[src/logic/xc_pkg.sv]
// xc_pkg: constants and types shared by the vc-4 cross-connect and its path end
// assumes both ends run on one 100 MHz pclk; widths fixed at four ports
package xc_pkg;
	// ports and frame structure
	localparam int N_PORT          = 4;
	localparam int CLK_PERIOD_NS   = 10;
	localparam int FRAME_TIME_NS   = 125000;
	localparam int FRAME_CYCLES    = FRAME_TIME_NS / CLK_PERIOD_NS;
	localparam int VC4_BYTES       = 2349;
	localparam int LINK_DIV        = 4;
	localparam int LINK_RX_PHASE   = 2;
	// protection timing
	localparam int SWITCH_TIME_MS  = 50;
	localparam int HO_STEP_MS      = 100;
	localparam int HO_STEP_FRAMES  = HO_STEP_MS * 1000000 / FRAME_TIME_NS;
	localparam int HO_MAX_S        = 10;
	localparam int HO_MAX_STEPS    = HO_MAX_S * 1000 / HO_STEP_MS;
	localparam int WTR_UNIT_S      = 60;
	localparam int WTR_UNIT_FRAMES = WTR_UNIT_S * 1000000 / (FRAME_TIME_NS / 1000);
	localparam int WTR_MIN_MINUTES = 5;
	localparam int WTR_MAX_MINUTES = 12;
	// register offsets
	localparam logic [31:0] CMD_ADDR    = 32'h0000_0000;
	localparam logic [31:0] TIMER_ADDR  = 32'h0000_0004;
	localparam logic [31:0] STATUS_ADDR = 32'h0000_0008;
	localparam logic [31:0] SLOT_ADDR   = 32'h0000_000c;
	// command word fields
	localparam int CMD_OP_LSB     = 0;
	localparam int CMD_OUT_LSB    = 4;
	localparam int CMD_IN_LSB     = 6;
	localparam int CMD_PIN_LSB    = 8;
	localparam int CMD_PROT_BIT   = 10;
	localparam int CMD_PTYPE_LSB  = 11;
	localparam int CMD_BIDIR_BIT  = 13;
	localparam int CMD_SLOT_LSB   = 14;
	localparam int CMD_OWNER_LSB  = 16;
	localparam int CMD_SINK_BIT   = 18;
	localparam int CMD_EXT_LSB    = 19;
	localparam int CMD_TGT_BIT    = 22;
	// timer word fields
	localparam int TMR_HO_LSB     = 0;
	localparam int TMR_WTR_LSB    = 8;
	localparam int TMR_REV_BIT    = 12;
	localparam int TMR_OUT_LSB    = 16;
	// status and slot word fields
	localparam int ST_SEL_LSB     = 0;
	localparam int ST_ON_LSB      = 4;
	localparam int ST_FAULT_LSB   = 8;
	localparam int ST_REFUSED_BIT = 12;
	localparam int SL_ON_LSB      = 0;
	localparam int SL_OWN_LSB     = 4;
	// reset values of a fresh connection
	localparam logic [6:0] HO_RST  = 7'h00;
	localparam logic [3:0] WTR_RST = 4'(WTR_MIN_MINUTES);
	localparam logic       REV_RST = 1'b1;

	typedef enum logic [2:0] {
		op_none, op_connect, op_disconnect, op_claim, op_release, op_sink, op_ext
	} op_t;
	typedef enum logic [2:0] {
		ext_none, clear_cmd, lockout_cmd, forced_switch_cmd, manual_switch_cmd
	} external_command_t;
	typedef enum logic [1:0] {
		inherent_monitored_protection,
		nonintrusive_monitored_protection,
		sublayer_monitored_protection
	} protection_type_t;

	// one matrix connection, kept per output point
	typedef struct packed {
		logic              on;
		logic [1:0]        src;
		logic              connection_type;
		logic [1:0]        prot_src;
		protection_type_t  protection_type;
		logic              traffic_direction;
		logic              operation_type;
		logic [6:0]        hold_off_time;
		logic [3:0]        wait_to_restore_time;
		external_command_t external_command;
		logic              tgt;
		logic              sel;
	} conn_t;
endpackage

[src/logic/xc_link_if.sv]
// xc_link_if: byte streams between path ends and the cross-connect
// assumes the far end drives the link clock, frame start and all inputs
`timescale 1ns/100ps
interface xc_link_if;
	logic                                 timing_clock_in;
	logic                                 frame_start;
	logic [xc_pkg::N_PORT-1:0][7:0]       in_data;
	logic [xc_pkg::N_PORT-1:0]            server_signal_fail_in;
	logic [xc_pkg::N_PORT-1:0]            trail_signal_fail_in;
	logic [xc_pkg::N_PORT-1:0]            trail_signal_degrade_in;
	logic [xc_pkg::N_PORT-1:0][7:0]       out_data;
	logic [xc_pkg::N_PORT-1:0]            out_fs;
	logic [xc_pkg::N_PORT-1:0]            out_ssf;

	modport device (
		input  timing_clock_in, frame_start, in_data, server_signal_fail_in,
		input  trail_signal_fail_in, trail_signal_degrade_in,
		output out_data, out_fs, out_ssf
	);
	modport far (
		output timing_clock_in, frame_start, in_data, server_signal_fail_in,
		output trail_signal_fail_in, trail_signal_degrade_in,
		input  out_data, out_fs, out_ssf
	);
endinterface

[src/logic/xc_matrix.sv]
// xc_matrix: vc-4 cross-connect with 1+1 subnetwork protection selectors
// assumes an apb master for management and the path end driving the link
//
// Contract
// - byte streams framed every 125 us
// - overhead present or signal is unequipped
// - generated unequipped signal has zero tandem byte
// - client and overhead bytes carried per frame
// - protection switching bits passed through untouched
// - data link and reserved bits passed untouched
// - one owner per timeslot, others refused
// - each sink report individually suppressible
// - connect and disconnect on management request
// - connection holds type, direction, point ids
// - broadcast is several connections, same input
// - reconfiguration leaves traffic undisturbed; kept only when the input stays and protection is not removed
// - unconnected output gets unequipped, fail clear
// - sink selector picks working or protection
// - source side bridges to both outputs
// - linear 1+1 unidirectional, switch within 50 ms
// - revertive return after wait-to-restore
// - hold-off delay before acting on conditions
// - protection type selects fail and degrade
// - revertive mode accepts four commands only; op_ext stores any command in either mode
// - non-revertive commands may target either input
`timescale 1ns/100ps
module xc_matrix #(
	parameter int HO_STEP_FRAMES  = xc_pkg::HO_STEP_FRAMES,
	parameter int WTR_UNIT_FRAMES = xc_pkg::WTR_UNIT_FRAMES
) (
	// clock and reset
	input  wire logic         pclk,
	input  wire logic         presetn,
	// apb slave
	input  wire logic         psel,
	input  wire logic         penable,
	input  wire logic         pwrite,
	input  wire logic [31:0]  paddr,
	input  wire logic [31:0]  pwdata,
	output logic              pready,
	output logic [31:0]       prdata,
	output logic              pslverr,
	// link
	xc_link_if.device         link
);
	localparam int NP = xc_pkg::N_PORT;

	typedef struct packed {
		logic [NP*11+1:0]             sy1;
		logic [NP*11+1:0]             sy2;
		logic                         clk_d;
		xc_pkg::conn_t [NP-1:0]       conn;
		logic [NP-1:0][16:0]          ho_w;
		logic [NP-1:0][16:0]          ho_p;
		logic [NP-1:0][23:0]          wtr_cnt;
		logic [NP-1:0]                sink_off;
		logic [NP-1:0]                slot_on;
		logic [NP-1:0][1:0]           slot_own;
		logic                         refused;
		logic [NP-1:0][7:0]           od;
		logic [NP-1:0]                ofs;
		logic [NP-1:0]                ossf;
		logic                         pready;
		logic                         pslverr;
		logic [31:0]                  prdata;
	} st_t;

	st_t                 s;
	st_t                 n;
	logic                lk;
	logic                fs_in;
	logic [NP-1:0][7:0]  din;
	logic [NP-1:0]       ssf;
	logic [NP-1:0]       tsf;
	logic [NP-1:0]       tsd;

	assign {lk, fs_in, din, ssf, tsf, tsd} = s.sy2;

	// a fresh connection with default timers
	function automatic xc_pkg::conn_t fresh(input logic [1:0] src);
		xc_pkg::conn_t r;
		r = '0;
		r.on = 1'b1;
		r.src = src;
		r.hold_off_time = xc_pkg::HO_RST;
		r.wait_to_restore_time = xc_pkg::WTR_RST;
		r.operation_type = xc_pkg::REV_RST;
		return r;
	endfunction

	// link sampling, selectors, data path and register access
	always_comb begin
		xc_pkg::conn_t c;
		logic          edge_seen;
		logic          frame_tick;
		logic          setup;
		logic          access;
		logic          bad;
		logic [31:0]   rd;
		logic [1:0]    a;
		logic [1:0]    b;
		logic [1:0]    o;
		logic [1:0]    src_in;
		logic [1:0]    slot;
		logic [1:0]    own;
		logic          sfw;
		logic          sdw;
		logic          sfp;
		logic          sdp;
		logic          req;
		logic          nsel;
		xc_pkg::external_command_t ext;
		n = s;
		c = '0;
		rd = 32'h0000_0000;
		a = 2'h0;
		b = 2'h0;
		o = 2'h0;
		src_in = 2'h0;
		slot = 2'h0;
		own = 2'h0;
		sfw = 1'b0;
		sdw = 1'b0;
		sfp = 1'b0;
		sdp = 1'b0;
		req = 1'b0;
		nsel = 1'b0;
		ext = xc_pkg::ext_none;
		// link pins pass two flip-flops before anything reads them
		n.sy1 = {link.timing_clock_in, link.frame_start, link.in_data,
			link.server_signal_fail_in, link.trail_signal_fail_in,
			link.trail_signal_degrade_in};
		n.sy2 = s.sy1;
		n.clk_d = lk;
		edge_seen = lk & ~s.clk_d;
		frame_tick = edge_seen & fs_in;
		for (int i = 0; i < NP; i++) begin
			c = s.conn[i];
			a = c.src;
			b = c.prot_src;
			if (c.protection_type == xc_pkg::inherent_monitored_protection) begin
				sfw = ssf[a];
				sfp = ssf[b];
				sdw = 1'b0;
				sdp = 1'b0;
			end else begin
				sfw = tsf[a];
				sfp = tsf[b];
				sdw = tsd[a];
				sdp = tsd[b];
			end
			// selector decides once a frame, well inside the switch time
			if (frame_tick && c.on && c.connection_type) begin
				n.ho_w[i] = (sfw | sdw) ? s.ho_w[i] + 17'(s.ho_w[i] != '1) : '0;
				n.ho_p[i] = (sfp | sdp) ? s.ho_p[i] + 17'(s.ho_p[i] != '1) : '0;
				if (s.ho_w[i] < 17'(c.hold_off_time * HO_STEP_FRAMES)) begin
					sfw = 1'b0;
					sdw = 1'b0;
				end
				if (s.ho_p[i] < 17'(c.hold_off_time * HO_STEP_FRAMES)) begin
					sfp = 1'b0;
					sdp = 1'b0;
				end
				req = 1'b1;
				nsel = c.sel;
				if (c.external_command == xc_pkg::lockout_cmd) begin
					nsel = 1'b0;
				end else if (c.external_command == xc_pkg::forced_switch_cmd) begin
					nsel = c.tgt;
				end else if (sfw != sfp) begin
					nsel = sfw;
				end else if (sdw != sdp) begin
					nsel = sdw;
				end else if (c.external_command == xc_pkg::manual_switch_cmd) begin
					nsel = c.tgt;
				end else begin
					req = 1'b0;
				end
				// non-revertive groups simply stay where they are
				if (req || !c.operation_type || !c.sel) begin
					n.wtr_cnt[i] = '0;
				end else if (s.wtr_cnt[i] + 24'h000001 >=
						24'(c.wait_to_restore_time * WTR_UNIT_FRAMES)) begin
					nsel = 1'b0;
					n.wtr_cnt[i] = '0;
				end else begin
					n.wtr_cnt[i] = s.wtr_cnt[i] + 24'h000001;
				end
				n.conn[i].sel = nsel;
			end
			// new selection takes effect from the frame's first byte
			src_in = (c.connection_type && n.conn[i].sel) ? b : a;
			if (edge_seen) begin
				n.ofs[i] = fs_in;
				if (c.on) begin
					n.od[i] = din[src_in];
					n.ossf[i] = ssf[src_in];
				end else begin
					n.od[i] = 8'h00;
					n.ossf[i] = 1'b0;
				end
			end
		end
		// apb: setup decodes, access completes in one cycle
		setup = psel & ~penable;
		access = psel & penable & s.pready;
		bad = 1'b0;
		case (paddr)
			xc_pkg::CMD_ADDR, xc_pkg::TIMER_ADDR: begin
			end
			xc_pkg::STATUS_ADDR: begin
				for (int i = 0; i < NP; i++) begin
					rd[xc_pkg::ST_SEL_LSB + i] = s.conn[i].sel;
					rd[xc_pkg::ST_ON_LSB + i] = s.conn[i].on;
					rd[xc_pkg::ST_FAULT_LSB + i] = s.ossf[i] & ~s.sink_off[i];
				end
				rd[xc_pkg::ST_REFUSED_BIT] = s.refused;
			end
			xc_pkg::SLOT_ADDR: begin
				rd[xc_pkg::SL_ON_LSB +: NP] = s.slot_on;
				rd[xc_pkg::SL_OWN_LSB +: 2*NP] = s.slot_own;
			end
			default: begin
				bad = 1'b1;
			end
		endcase
		n.pready = setup;
		n.pslverr = setup & bad;
		n.prdata = (setup && !pwrite) ? rd : 32'h0000_0000;
		if (access && pwrite && !s.pslverr && paddr == xc_pkg::CMD_ADDR) begin
			o = pwdata[xc_pkg::CMD_OUT_LSB +: 2];
			a = pwdata[xc_pkg::CMD_IN_LSB +: 2];
			b = pwdata[xc_pkg::CMD_PIN_LSB +: 2];
			slot = pwdata[xc_pkg::CMD_SLOT_LSB +: 2];
			own = pwdata[xc_pkg::CMD_OWNER_LSB +: 2];
			case (xc_pkg::op_t'(pwdata[xc_pkg::CMD_OP_LSB +: 3]))
				xc_pkg::op_connect: begin
					// same input kept: timers survive the change, and the selector too unless the connection is made unprotected
					if (!(s.conn[o].on && s.conn[o].src == a)) begin
						n.conn[o] = fresh(a);
					end
					n.conn[o].connection_type = pwdata[xc_pkg::CMD_PROT_BIT];
					n.conn[o].prot_src = b;
					n.conn[o].protection_type =
						xc_pkg::protection_type_t'(pwdata[xc_pkg::CMD_PTYPE_LSB +: 2]);
					n.conn[o].traffic_direction = pwdata[xc_pkg::CMD_BIDIR_BIT];
					if (!pwdata[xc_pkg::CMD_PROT_BIT]) begin
						n.conn[o].sel = 1'b0;
					end
					if (pwdata[xc_pkg::CMD_BIDIR_BIT]) begin
						n.conn[a] = fresh(o);
						if (pwdata[xc_pkg::CMD_PROT_BIT]) begin
							n.conn[b] = fresh(o);
						end
					end
				end
				xc_pkg::op_disconnect: begin
					n.conn[o].on = 1'b0;
				end
				xc_pkg::op_claim: begin
					if (s.slot_on[slot] && s.slot_own[slot] != own) begin
						n.refused = 1'b1;
					end else begin
						n.slot_on[slot] = 1'b1;
						n.slot_own[slot] = own;
						n.refused = 1'b0;
					end
				end
				xc_pkg::op_release: begin
					if (s.slot_on[slot] && s.slot_own[slot] == own) begin
						n.slot_on[slot] = 1'b0;
						n.refused = 1'b0;
					end else begin
						n.refused = 1'b1;
					end
				end
				xc_pkg::op_sink: begin
					n.sink_off[o] = ~pwdata[xc_pkg::CMD_SINK_BIT];
				end
				xc_pkg::op_ext: begin
					// software keeps to the commands legal for the mode
					ext = xc_pkg::external_command_t'(pwdata[xc_pkg::CMD_EXT_LSB +: 3]);
					n.conn[o].external_command =
						(ext == xc_pkg::clear_cmd) ? xc_pkg::ext_none : ext;
					n.conn[o].tgt = pwdata[xc_pkg::CMD_TGT_BIT];
				end
				default: begin
				end
			endcase
		end
		if (access && pwrite && !s.pslverr && paddr == xc_pkg::TIMER_ADDR) begin
			o = pwdata[xc_pkg::TMR_OUT_LSB +: 2];
			// timer changes never touch the selector position
			n.conn[o].hold_off_time =
				(pwdata[xc_pkg::TMR_HO_LSB +: 7] > 7'(xc_pkg::HO_MAX_STEPS))
				? 7'(xc_pkg::HO_MAX_STEPS) : pwdata[xc_pkg::TMR_HO_LSB +: 7];
			n.conn[o].wait_to_restore_time = pwdata[xc_pkg::TMR_WTR_LSB +: 4];
			n.conn[o].operation_type = pwdata[xc_pkg::TMR_REV_BIT];
		end
	end

	always_ff @(posedge pclk or negedge presetn) begin
		if (!presetn) begin
			s <= '0;
		end else begin
			s <= n;
		end
	end

	// outputs straight from state
	assign pready = s.pready;
	assign prdata = s.prdata;
	assign pslverr = s.pslverr;
	assign link.out_data = s.od;
	assign link.out_fs = s.ofs;
	assign link.out_ssf = s.ossf;
endmodule

[src/flat_wrapper.sv]
// flat-port wrapper written by rule: the top's interface ports become plain ports
module xc_matrix_flat 
#(
	parameter int HO_STEP_FRAMES  = xc_pkg::HO_STEP_FRAMES,
	parameter int WTR_UNIT_FRAMES = xc_pkg::WTR_UNIT_FRAMES
)
  (pclk, presetn, psel, penable, pwrite, paddr, pwdata, pready, prdata, pslverr, link_timing_clock_in, link_frame_start, link_in_data, link_server_signal_fail_in, link_trail_signal_fail_in, link_trail_signal_degrade_in, link_out_data, link_out_fs, link_out_ssf);
  xc_link_if link_i ();
  input  wire logic pclk;
  input  wire logic presetn;
  input  wire logic psel;
  input  wire logic penable;
  input  wire logic pwrite;
  input  wire logic [31:0] paddr;
  input  wire logic [31:0] pwdata;
  output logic pready;
  output logic [31:0] prdata;
  output logic pslverr;
  input wire logic [$bits(link_i.timing_clock_in)-1:0] link_timing_clock_in;
  input wire logic [$bits(link_i.frame_start)-1:0] link_frame_start;
  input wire logic [$bits(link_i.in_data)-1:0] link_in_data;
  input wire logic [$bits(link_i.server_signal_fail_in)-1:0] link_server_signal_fail_in;
  input wire logic [$bits(link_i.trail_signal_fail_in)-1:0] link_trail_signal_fail_in;
  input wire logic [$bits(link_i.trail_signal_degrade_in)-1:0] link_trail_signal_degrade_in;
  output wire logic [$bits(link_i.out_data)-1:0] link_out_data;
  output wire logic [$bits(link_i.out_fs)-1:0] link_out_fs;
  output wire logic [$bits(link_i.out_ssf)-1:0] link_out_ssf;
  assign link_i.timing_clock_in = link_timing_clock_in;
  assign link_i.frame_start = link_frame_start;
  assign link_i.in_data = link_in_data;
  assign link_i.server_signal_fail_in = link_server_signal_fail_in;
  assign link_i.trail_signal_fail_in = link_trail_signal_fail_in;
  assign link_i.trail_signal_degrade_in = link_trail_signal_degrade_in;
  assign link_out_data = link_i.out_data;
  assign link_out_fs = link_i.out_fs;
  assign link_out_ssf = link_i.out_ssf;
  xc_matrix #(.HO_STEP_FRAMES(HO_STEP_FRAMES), .WTR_UNIT_FRAMES(WTR_UNIT_FRAMES)) u_core (.pclk(pclk), .presetn(presetn), .psel(psel), .penable(penable), .pwrite(pwrite), .paddr(paddr), .pwdata(pwdata), .pready(pready), .prdata(prdata), .pslverr(pslverr), .link(link_i));
endmodule
[config.mk]
export PLATFORM = sky130hd
export DESIGN_NAME = xc_matrix_flat
export DESIGN_NICKNAME = d
export VERILOG_FILES = /design/src/logic/xc_pkg.sv /design/src/logic/xc_link_if.sv /design/src/logic/xc_matrix.sv /design/src/flat_wrapper.sv
export SDC_FILE = /design/constraint.sdc
export NUM_CORES = 1
export LEC_CHECK = 0
export BUFFER_PORTS_ARGS = -buffer_cell sky130_fd_sc_hd__clkbuf_2
export CORE_MARGIN = 2
export CORE_UTILIZATION = 55
export CTS_BUF_LIST = sky130_fd_sc_hd__clkbuf_4 sky130_fd_sc_hd__clkbuf_8
export DETAILED_ROUTE_END_ITERATION = 7
export GPL_TIMING_DRIVEN = 0
export PLACE_DENSITY = 0.73
export RECOVER_POWER = 50
export SLEW_MARGIN = 20
export SYNTH_ARGS = -nofsm -noshare
export SYNTH_HDL_FRONTEND = slang
export SYNTH_SLANG_ARGS = --single-unit
[constraint.sdc]
create_clock -name pclk -period 7.8 [get_ports pclk]
set_input_delay 1.17 -clock pclk [delete_from_list [all_inputs] [get_ports pclk]]
set_output_delay 1.17 -clock pclk [all_outputs]
set_load 0.02 [all_outputs]
# ---- After elaboration in Yosys (flattened, before gate mapping)
# Index checks and enable logic that the tools add are counted.
dict set report totals {
  register_bits 517
  in_bits 115
  word_cells 535
  output_inout_bits 74
}
dict set report classes {
  mul 8
  add_sub_neg 12
  eq_ne 43
  n_bitwise 29
  order_cmp 35
  n_mux 275
  n_reduce_logical 54
}
# op count
set op_table {}
lappend op_table {{104-bit bitwise mux} 14}
lappend op_table {{104-bit two-way mux} 10}
lappend op_table {{26-bit demux with 2-bit select} 14}
lappend op_table {{104-bit one-hot mux with 3 select lines} 1}
lappend op_table {{24-bit two-way mux} 8}
lappend op_table {{17-bit two-way mux} 9}
lappend op_table {{1-bit two-way mux} 144}
lappend op_table {{17-bit by 1-bit adder with 17-bit output} 8}
lappend op_table {{17-bit less-than comparator} 8}
lappend op_table {{17-bit inequality test (second input constant)} 8}
lappend op_table {{26-bit two-way mux} 5}
lappend op_table {{24-bit by 1-bit adder with 24-bit output (second input constant)} 4}
lappend op_table {{24-bit by 23-bit >= comparator with 1-bit output} 4}
lappend op_table {{8-bit binary-select mux with 2-bit select} 4}
lappend op_table {{32-bit by 4-bit == test with 1-bit output (second input constant)} 2}
lappend op_table {{8-bit two-way mux} 8}
lappend op_table {{4-bit by 11-bit multiplier with 15-bit output (second input constant)} 4}
lappend op_table {{1-bit binary-select mux with 2-bit select} 29}
lappend op_table {{26-bit binary-select mux with 2-bit select} 1}
lappend op_table {{2-bit by 3-bit less-than comparator with 1-bit output (second input constant)} 17}
lappend op_table {{7-bit by 5-bit multiplier with 12-bit output (second input constant)} 4}
lappend op_table {{32-bit by 3-bit == test with 1-bit output (second input constant)} 1}
lappend op_table {{32-bit zero test} 1}
lappend op_table {{3-bit by 2-bit == test with 1-bit output (second input constant)} 10}
lappend op_table {{45 further kinds} 138}

# ---- Logic depth before layout (Yosys ltp)
# Gate-level depths: netlist of run 1.
dict set report depth {
  depth_word 38
  ltp_mapped 29
  depth_no_buf 27
}

# ---- Worst setup path before layout of run 1
# OpenSTA, ideal clock, no wires.
dict set report synth_path {
  path_kind {flip-flop to flip-flop}
  from {reg u_core.s[334] (netlist bit)}
  to {reg u_core.s, in the netlist u_core.link.out_data[3]}
  t_required_ns 7.659
  setup_slack_ns 1.750
  setup_ns 0.141
  path_buffers 2
  path_stages_with_launch 25
  arrival_ns 5.909
  period_less_slack_ns 6.050
  cell_sequence {dfrtp_1 -> ha_1 -> ha_1 -> fa_1 -> ha_1 -> nor2b_1 -> o31a_1 -> a21o_1 -> ha_1 -> nand4_1 -> nor2_1 -> a221o_2 -> maj3_2 -> maj3_2 -> maj3_2 -> nand2_2 -> xnor2_1 -> or4_1 -> or3b_1 -> o2111ai_2 -> mux2i_1 -> buf_6 -> buf_12 -> mux2i_1 -> o221ai_1}
}
dict set report synth_between {
  elab_chain_cells 19
  word_cells_on_any_way 32
  cone_classes {mul: 1; order compare: 2; eq/ne: 2; mux: 24; reduce/logical: 3}
}
# element line
set synth_lines {}
lappend synth_lines {{from (decl)} xc_matrix.sv:68} ;# st_t s;
lappend synth_lines {{from (signal assigned)} xc_matrix.sv:306} ;# s <= n;
lappend synth_lines {{7-bit by 5-bit multiplier with 12-bit output *} {xc_matrix.sv:156, xc_matrix.sv:160}}
lappend synth_lines {{17-bit less-than comparator, on equally long branches} {xc_matrix.sv:156, xc_matrix.sv:160}}
lappend synth_lines {{1-bit two-way mux, on equally long branches} {xc_matrix.sv:156, xc_matrix.sv:160}}
lappend synth_lines {{1-bit two-way mux} xc_matrix.sv:153} ;# if (frame_tick && c.on && c.connection_type) begin
lappend synth_lines {{1-bit inequality test} xc_matrix.sv:172} ;# end else if (sdw != sdp) begin
lappend synth_lines {{1-bit two-way mux} xc_matrix.sv:172}
lappend synth_lines {{1-bit two-way mux} xc_matrix.sv:170} ;# end else if (sfw != sfp) begin
lappend synth_lines {{1-bit two-way mux} xc_matrix.sv:168} ;# end else if (c.external_command == xc_pkg::forced_switch_cmd) begin
lappend synth_lines {{[2 not listed]} n/a}
lappend synth_lines {{1-bit logical OR (2 in series)} xc_matrix.sv:180} ;# if (req || !c.operation_type || !c.sel) begin
lappend synth_lines {{1-bit two-way mux *} xc_matrix.sv:180}
lappend synth_lines {{1-bit two-way mux *} xc_matrix.sv:153}
lappend synth_lines {{1-bit logical AND *} xc_matrix.sv:192} ;# src_in = (c.connection_type && n.conn[i].sel) ? b : a;
lappend synth_lines {{2-bit two-way mux *} xc_matrix.sv:192}
lappend synth_lines {{8-bit binary-select mux with 2-bit select *} xc_matrix.sv:196} ;# n.od[i] = din[src_in];
lappend synth_lines {{8-bit two-way mux (not written as such) *} xc_matrix.sv:196}
lappend synth_lines {{8-bit two-way mux *} xc_matrix.sv:195} ;# if (c.on) begin
# Every way passes the cells marked *; elsewhere a longest branch is shown, timed or not. The select of a mux whose other input is x is not followed.
# A chain may end at the register's enable or synchronous reset.

# ---- Worst setup path after layout of run 1
dict set report layout_path {
  from {reg u_core.s[335] (netlist bit)}
  to {reg u_core.s, in the netlist u_core.link.out_ssf[0]}
}
dict set report layout_between {
  elab_chain_cells 19
  word_cells_on_any_way 32
  cone_classes {mul: 1; order compare: 2; eq/ne: 2; mux: 24; reduce/logical: 3}
}
# element line
set layout_lines {}
lappend layout_lines {{7-bit by 5-bit multiplier with 12-bit output *} {xc_matrix.sv:156, xc_matrix.sv:160}}
lappend layout_lines {{17-bit less-than comparator, on equally long branches} {xc_matrix.sv:156, xc_matrix.sv:160}}
lappend layout_lines {{1-bit two-way mux, on equally long branches} {xc_matrix.sv:156, xc_matrix.sv:160}}
lappend layout_lines {{1-bit two-way mux} xc_matrix.sv:153}
lappend layout_lines {{1-bit inequality test} xc_matrix.sv:172}
lappend layout_lines {{1-bit two-way mux} xc_matrix.sv:172}
lappend layout_lines {{1-bit two-way mux} xc_matrix.sv:170}
lappend layout_lines {{1-bit two-way mux} xc_matrix.sv:168}
lappend layout_lines {{[2 not listed]} n/a}
lappend layout_lines {{1-bit logical OR (2 in series)} xc_matrix.sv:180}
lappend layout_lines {{1-bit two-way mux *} xc_matrix.sv:180}
lappend layout_lines {{1-bit two-way mux *} xc_matrix.sv:153}
lappend layout_lines {{1-bit logical AND *} xc_matrix.sv:192}
lappend layout_lines {{2-bit two-way mux *} xc_matrix.sv:192}
lappend layout_lines {{1-bit binary-select mux with 2-bit select *} xc_matrix.sv:197} ;# n.ossf[i] = ssf[src_in];
lappend layout_lines {{1-bit two-way mux (not written as such) *} xc_matrix.sv:197}
lappend layout_lines {{1-bit two-way mux *} xc_matrix.sv:195}
# Marked as above.

==> results.yml, run 1 <==
worst_setup_path:
  path_cells: "ha_1, ha_1, fa_1, ha_1, nor2b_1, o31a_1, a21o_1, ha_1, nand4_1, nor2_1, a221o_2, maj3_2, maj3_2, maj3_2, nand2_2, xnor2_1, or4_1, or3b_1, o2111ai_2, mux2i_1, buf_6, buf_12, mux2i_1, o221ai_1"
  crit_arrival_ps: 7250
  r2r_setup_slack_ps: 1130
  crit_path_end: "u_core.link.out_ssf[0]$_DFFE_PN0P_"
  crit_type: "flop to flop"
  critPathRequiredTime_ps: 8380
  timing.rr.end: "u_core.link.out_ssf[0]$_DFFE_PN0P_"
  crit_top_cell: "ha_1"
  slowest_stage: "fa_1"
  worstSetupStartpointType: "flop"
  max_stage_delay_ps: 460
  reg2regPathDepth: 24
  cp-startpoint: "u_core.s[335]$_DFF_PN0_"
  r2r_start: "u_core.s[335]$_DFF_PN0_"
  endpoint_kind: "flop"
  crit_fanout: 10
outcome:
  violations: "max-capacitance violations, max-slew violations"
  status: "complete, but fails checks"
logic_synthesis:
  synth_area_um2: 32700
  netlist.area_leader.share_pct: 37.9
  synth_seq_cells: 494
  synth-seq-area-share_pct: 37.9
  async_reset_ff_share_pct: 100
  avgSynthCellArea_um2: 9.48
  synth.distinct_cells: 95
  synthesis.instances: 3443
  synth.area.top_cells: "dfrtp_1 38%, ha_1 13%, nand2_1 4.8%"
  synth_edf_count: 0
  synth_top_area_cell: "dfrtp_1"
  ys_warn_count: 0
  ys.flop_type: "dfrtp_1"
cts:
  ctsHoldBuffers: 0
  cts_max_level: 3
  cts-root-buf: "clkbuf_8"
  ctsResizeCount: 0
  cts_tree: "done"
  numCtsBuffers: 88
  cts.clk_slew.worst_paths_ps: 60
  clock_latency_ps: 730
  cts_buffer_depth: 3
  postCtsSetupBuffers: 0
  cts_sinks: 494
power_and_ir_drop:
  ir_worst_vdd_v: 0.000136
  p_sw_mw: 1.37
  power.total_mw: 5.55
  swShare_pct: 24.7
  powerDensity_nw_per_um2: 152
  internal_power_mw: 4.18
  power_frac_seq_pct: 47.2
  p_leak_nw: 17.8
  clkPwrFrac_pct: 48.4
  power_frac_comb_pct: 4.5
final_layout:
  stdcell_area_um2: 36600
  drive_gt1_share_pct: 13.0
  final_cells: 4557
  finalNetCount: 4181
  utilization_pct: 62.1
  syn_to_final_growth_pct: 12.0
  final_common_cell: "dfrtp_1"
  layout_common_cells: "494 x dfrtp_1, 417 x nand2_1, 332 x ha_1"
placed_design:
  globalplace.congestion: 0.936
  dpl_cell_area_um2: 34600
  dp_hpwl_um: 60500
  post-place-cells: 4393
  port-buffer-count: 152
sta:
  worst_pin_slew_ps: 4700
  fin_worst_skew_ps: 46.9
  period_minus_slack_ps: 6670
  timing.final.max_slew_violations: 84
  fin_crit_sh_pct: 85.5
  maxSlewHeadroom_pct: -214
  hold_violations: 0
  setup_viol: 0
  holdWs_ps: 342
  fmaxAchievable_mhz: 150
  rsz0062_at_grt: "false"
global_route:
  grt_overflow_total: 0
  globalRouteTotalUtil_pct: 27.2
  grt_pass1_wl_um: 133000
  grt_max_degree: 87
  first_global_vias: 25600
  grt_antenna_before_repair: 10
drt:
  vias: 26600
  first_iter_violations: 1994
  wl_um: 82100
  dr.pass1.iters: 5
  ant_nets: 0
  wl_per_cell_um: 18.0
  remaining_drc_errors: 0
  vias_per_cell: 5.83
floorplanning:
  die_area_um2: 61300
  start_util_pct: 55.4
  fp.dieW_um: 248
  chipHeight_um: 248
  core_area_um2: 58900
  ioPinCount: 189
  fp-row-count: 89
flow_run:
  max_cap_violations: 1
hold_path:
  min-delay-path-class: "flop to flop"
-- how the worst min path moves through the flow --
| stage | slack [ps] | cells after the start | start | endpoint |
|---|---|---|---|---|
| 6_report | 340 | 0 | u_core.n[445]$_DFF_PN0_ | u_core.din[5]$_DFF_PN0_ |
| 5_1_grt | 350 | 0 | u_core.n[456]$_DFF_PN0_ | u_core.din[16]$_DFF_PN0_ |
| 4_1_cts | 340 | 0 | u_core.n[445]$_DFF_PN0_ | u_core.din[5]$_DFF_PN0_ |
| 3_5_place_dp | 330 | 0 | u_core.n[450]$_DFF_PN0_ | u_core.din[10]$_DFF_PN0_ |
| 3_3_place_gp | 330 | 0 | u_core.n[450]$_DFF_PN0_ | u_core.din[10]$_DFF_PN0_ |
| 2_1_floorplan | 330 | 0 | u_core.n[440]$_DFF_PN0_ | u_core.din[0]$_DFF_PN0_ |
-- synth_stat cells (16+ instances only) --
cell      instances
nor3_1           35
mux4_2           29
and3_1           50
nor3b_1          16
o221ai_1         28
nor4_1           17
mux2_2           21
o21ai_0         270
a211oi_1         17
inv_1           137
nand4_1          67
o21a_1           29
nand2_1         417
o22ai_1          23
nand3_1         119
or3_1            37
buf_4            73
nor2b_1          52
dfrtp_1         494
ha_1            332
o31ai_1          30
xnor2_1          96
nor2_1          252
and2_1           17
a21o_1           36
nand2b_1         36
xor2_1          133
mux2i_1          90
fa_1             24
or2_2            16
a21oi_1         141
clkbuf_1         84
-- cells by family (layout without fill, tap and decap cells) --
kind of cell	after synthesis	count (layout)	share of synthesized area (%)
simple gates	1181	1181	17.3
other cells	1	27	0.0115
compound gates	713	713	13.7
buf+inv	313	628	4.69
fa+ha+maj	369	369	14.6
xor+xnor	230	230	6.19
mux	142	142	5.63
flops	494	494	37.9
-- through the flow --
stage                     setup slack [ps]  TNS (ps)
after CTS                             1170         0
after floorplan                       1750         0
final                                 1130         0
after global routing                   549         0
after detailed placement              1160         0
after global placement               -5990  -2924020
-- flip-flops by register name (all words and copies together), names as in the netlist --
register and flops:
u_core.pready 1, u_core.link.out_data 32, u_core.n 46, u_core.lk 1
u_core.s 362, u_core.din 32, u_core.prdata 13, u_core.fs_in 1
u_core.link.out_fs 1, u_core.link.out_ssf 4, u_core.pslverr 1
-- metal layers --
metal  track usage [%]  wire [um]  up-vias
met5                 0         50        -
met4              10.9       3030        8
met3              5.58       5220      203
met2              42.0      36700      772
met1              37.5      37100    12800
li1                  -          -    12800
-- power by group through the flow --
stage                     sequential (mW)  combinational [mW]  clock [mW]
after floorplan                      2.65               0.118           0
after CTS                            2.62               0.251        2.73
after detailed placement             2.66               0.250           0
after global routing                 2.62               0.272        2.85
after global placement               2.66               0.236           0
final                                2.62               0.248        2.68
-- final cells by class --
type	instances	area, um2
inverter	137	514
buffer	176	1020
tap	773	967
clock inverter	20	240
sequential	494	12400
multi-input combinational	2654	18800
clock buffer	136	1720
fill	4960	22300
antenna	8	20.0
timing repair buffer	159	892
-- worst max-delay path, delay by kind of cell, from the launching register on --
| family | cells | cell delay (ps) |
|---|---|---|
| DFF | 1 | 440 |
| adders and majority gates | 8 | 2720 |
| and+or+nand+nor | 6 | 1220 |
| xor gates and xnor gates | 1 | 100 |
| muxes | 2 | 500 |
| AOI/OAI and AO/OA | 5 | 1170 |
| buffers and inverters | 2 | 390 |
Note: power is estimated with default switching activity, not from simulation.
==> inputs of run 2 (changes only) <==
--- a/config.mk
+++ b/config.mk
@@ -11,7 +11,7 @@
 export CTS_BUF_LIST = sky130_fd_sc_hd__clkbuf_4 sky130_fd_sc_hd__clkbuf_8
 export DETAILED_ROUTE_END_ITERATION = 7
 export GPL_TIMING_DRIVEN = 0
-export PLACE_DENSITY = 0.73
+export PLACE_DENSITY = 0.69
 export RECOVER_POWER = 50
 export SLEW_MARGIN = 20
 export SYNTH_ARGS = -nofsm -noshare
==> results.yml, run 2 (synthesis results as in run 1) <==
power_and_ir_drop:
  power.total_mw: 5.40
  p_leak_nw: 17.7
  powerDensity_nw_per_um2: 148
  ir_worst_vdd_v: 0.000188
global_route:
  grt_antenna_before_repair: 6
  globalRouteTotalUtil_pct: 27.3
  first_global_vias: 25300
  grt_pass1_wl_um: 134000
  grt_max_degree: 84
  grt_overflow_total: 0
sta:
  setup_viol: 0
  setup_tns_ps: 0
  fin_worst_skew_ps: 33.8
  fmaxAchievable_mhz: 145
  period_minus_slack_ps: 6900
  worst_pin_slew_ps: 4380
  rsz0062_at_grt: "false"
  fin_crit_sh_pct: 88.5
  timing.final.max_slew_violations: 275
  hold_violations: 0
  maxSlewHeadroom_pct: -192
drt:
  remaining_drc_errors: 0
  vias_per_cell: 5.82
  vias: 26400
  wl_per_cell_um: 18.1
  wl_um: 82400
  ant_nets: 0
  dr.pass1.iters: 5
  first_iter_violations: 1660
final_layout:
  largest_reg_flops: 362
  largest-register: "u_core.s"
  final_cells: 4544
  drive_gt1_share_pct: 12.8
  utilization_pct: 61.8
  layout_common_cells: "494 x dfrtp_1, 417 x nand2_1, 332 x ha_1"
  stdcell_area_um2: 36400
  final_common_cell: "dfrtp_1"
  syn_to_final_growth_pct: 11.5
  fillers: 5109
  finalNetCount: 4181
placed_design:
  port-buffer-count: 152
  globalplace.congestion: 0.920
  dp_hpwl_um: 61600
  dpl_cell_area_um2: 34700
  post-place-cells: 4394
cts:
  ctsResizeCount: 0
  numCtsBuffers: 87
  cts_tree: "done"
  cts_buffer_depth: 3
  clock_latency_ps: 690
  cts_sinks: 494
  cts.clk_slew.worst_paths_ps: 60
  postCtsSetupBuffers: 0
  cts-root-buf: "clkbuf_8"
  cts_max_level: 3
  ctsHoldBuffers: 0
floorplanning:
  die_area_um2: 61300
  start_util_pct: 55.4
  ioPinCount: 189
  fp-row-count: 89
  core_area_um2: 58900
  fp.dieW_um: 248
  chipHeight_um: 248
worst_setup_path:
  crit_fanout: 9
  endpoint_kind: "flop"
  worstSetupStartpointType: "flop"
  critPathRequiredTime_ps: 8350
  crit_type: "flop to flop"
  crit_arrival_ps: 7450
flow_run:
  max_cap_violations: 4
outcome:
  violations: "max-capacitance violations, max-slew violations"
  status: "complete, but fails checks"
hold_path:
  min-delay-path-class: "flop to flop"
[run 2: cell types whose count changed in the layout (fill, tap and decap cells not counted), sizes merged]
| cell | delta |
|---|---|
| diode | -5 |
| clkbuf | -7 |
| bufinv | +1 |
| clkinv | +1 |
| clkdlybuf4s25 | -1 |
| inv | -2 |
[run 2: final timing paths]
| kind | to | slack [ps] | startpoint | cells past startpoint |
|---|---|---|---|---|
| setup / recovery | u_core.link.out_data[2]$_DFFE_PN0P_ | 900 | u_core.s[334]$_DFF_PN0_ | 22 |
| hold / removal | u_core.din[10]$_DFF_PN0_ | 340 | u_core.n[450]$_DFF_PN0_ | 0 |
| setup reg to reg | u_core.link.out_data[2]$_DFFE_PN0P_ | 900 | u_core.s[334]$_DFF_PN0_ | 22 |
| hold reg to reg | u_core.din[10]$_DFF_PN0_ | 340 | u_core.n[450]$_DFF_PN0_ | 0 |
| max in group asynchronous | u_core.n[452]$_DFF_PN0_ | 1600 | presetn | 4 |
| min in group asynchronous | u_core.s[93]$_DFFE_PN0P_ | 970 | presetn | 1 |
[run 2: cell type report]
class	count	area [um2]	share of cell area (%)
diodes	3	7.51	0.0206
clock buffers	127	1640	4.51
multi-input cells	2654	18900	51.8
plain buffers	176	1020	2.79
clock inverters	20	186	0.512
repair buffers	160	840	2.31
well taps	773	967	2.66
inverters	137	514	1.41
flip-flops and latches	494	12400	34.0
[run 2: power breakdown]
| group | internal, mW | switching, mW |
|---|---|---|
| logic | 0.0854 | 0.159 |
| clock network | 1.44 | 1.10 |
| registers | 2.59 | 0.0264 |
| total | 4.12 | 1.28 |
[run 2: worst max-delay path, stage by stage (launching register included)]
cell and delay [ps]:
dfrtp_1 450, ha_1 330, ha_1 320, fa_1 460, ha_1 370, nor2b_1 170, o31a_1 260, a21o_1 190
ha_1 290, nand4_1 90, nor2_1 50, a221o_2 380, maj3_2 300, maj3_2 310, maj3_2 360, nand2_2 90
xnor2_1 110, or4_1 400, or3b_1 420, o2111ai_2 160, mux2i_1 400, nand3_1 490, o221ai_1 360
[run 2: metal layers]
layer	share of wire, %	vias to the layer above	track usage (%)
met2	46	757	43.5
met5	0.057	-	0
met3	5.3	215	4.54
met1	45	12700	37.4
met4	3.9	6	10.8
li1	-	12800	-
[run 2: metrics by stage]
step	worst slack (ps)	hold WS (ps)
4_1_cts	950	346
5_1_grt	415	355
2_1_floorplan	1750	331
6_report	900	343
3_3_place_gp	-5970	332
3_5_place_dp	978	335
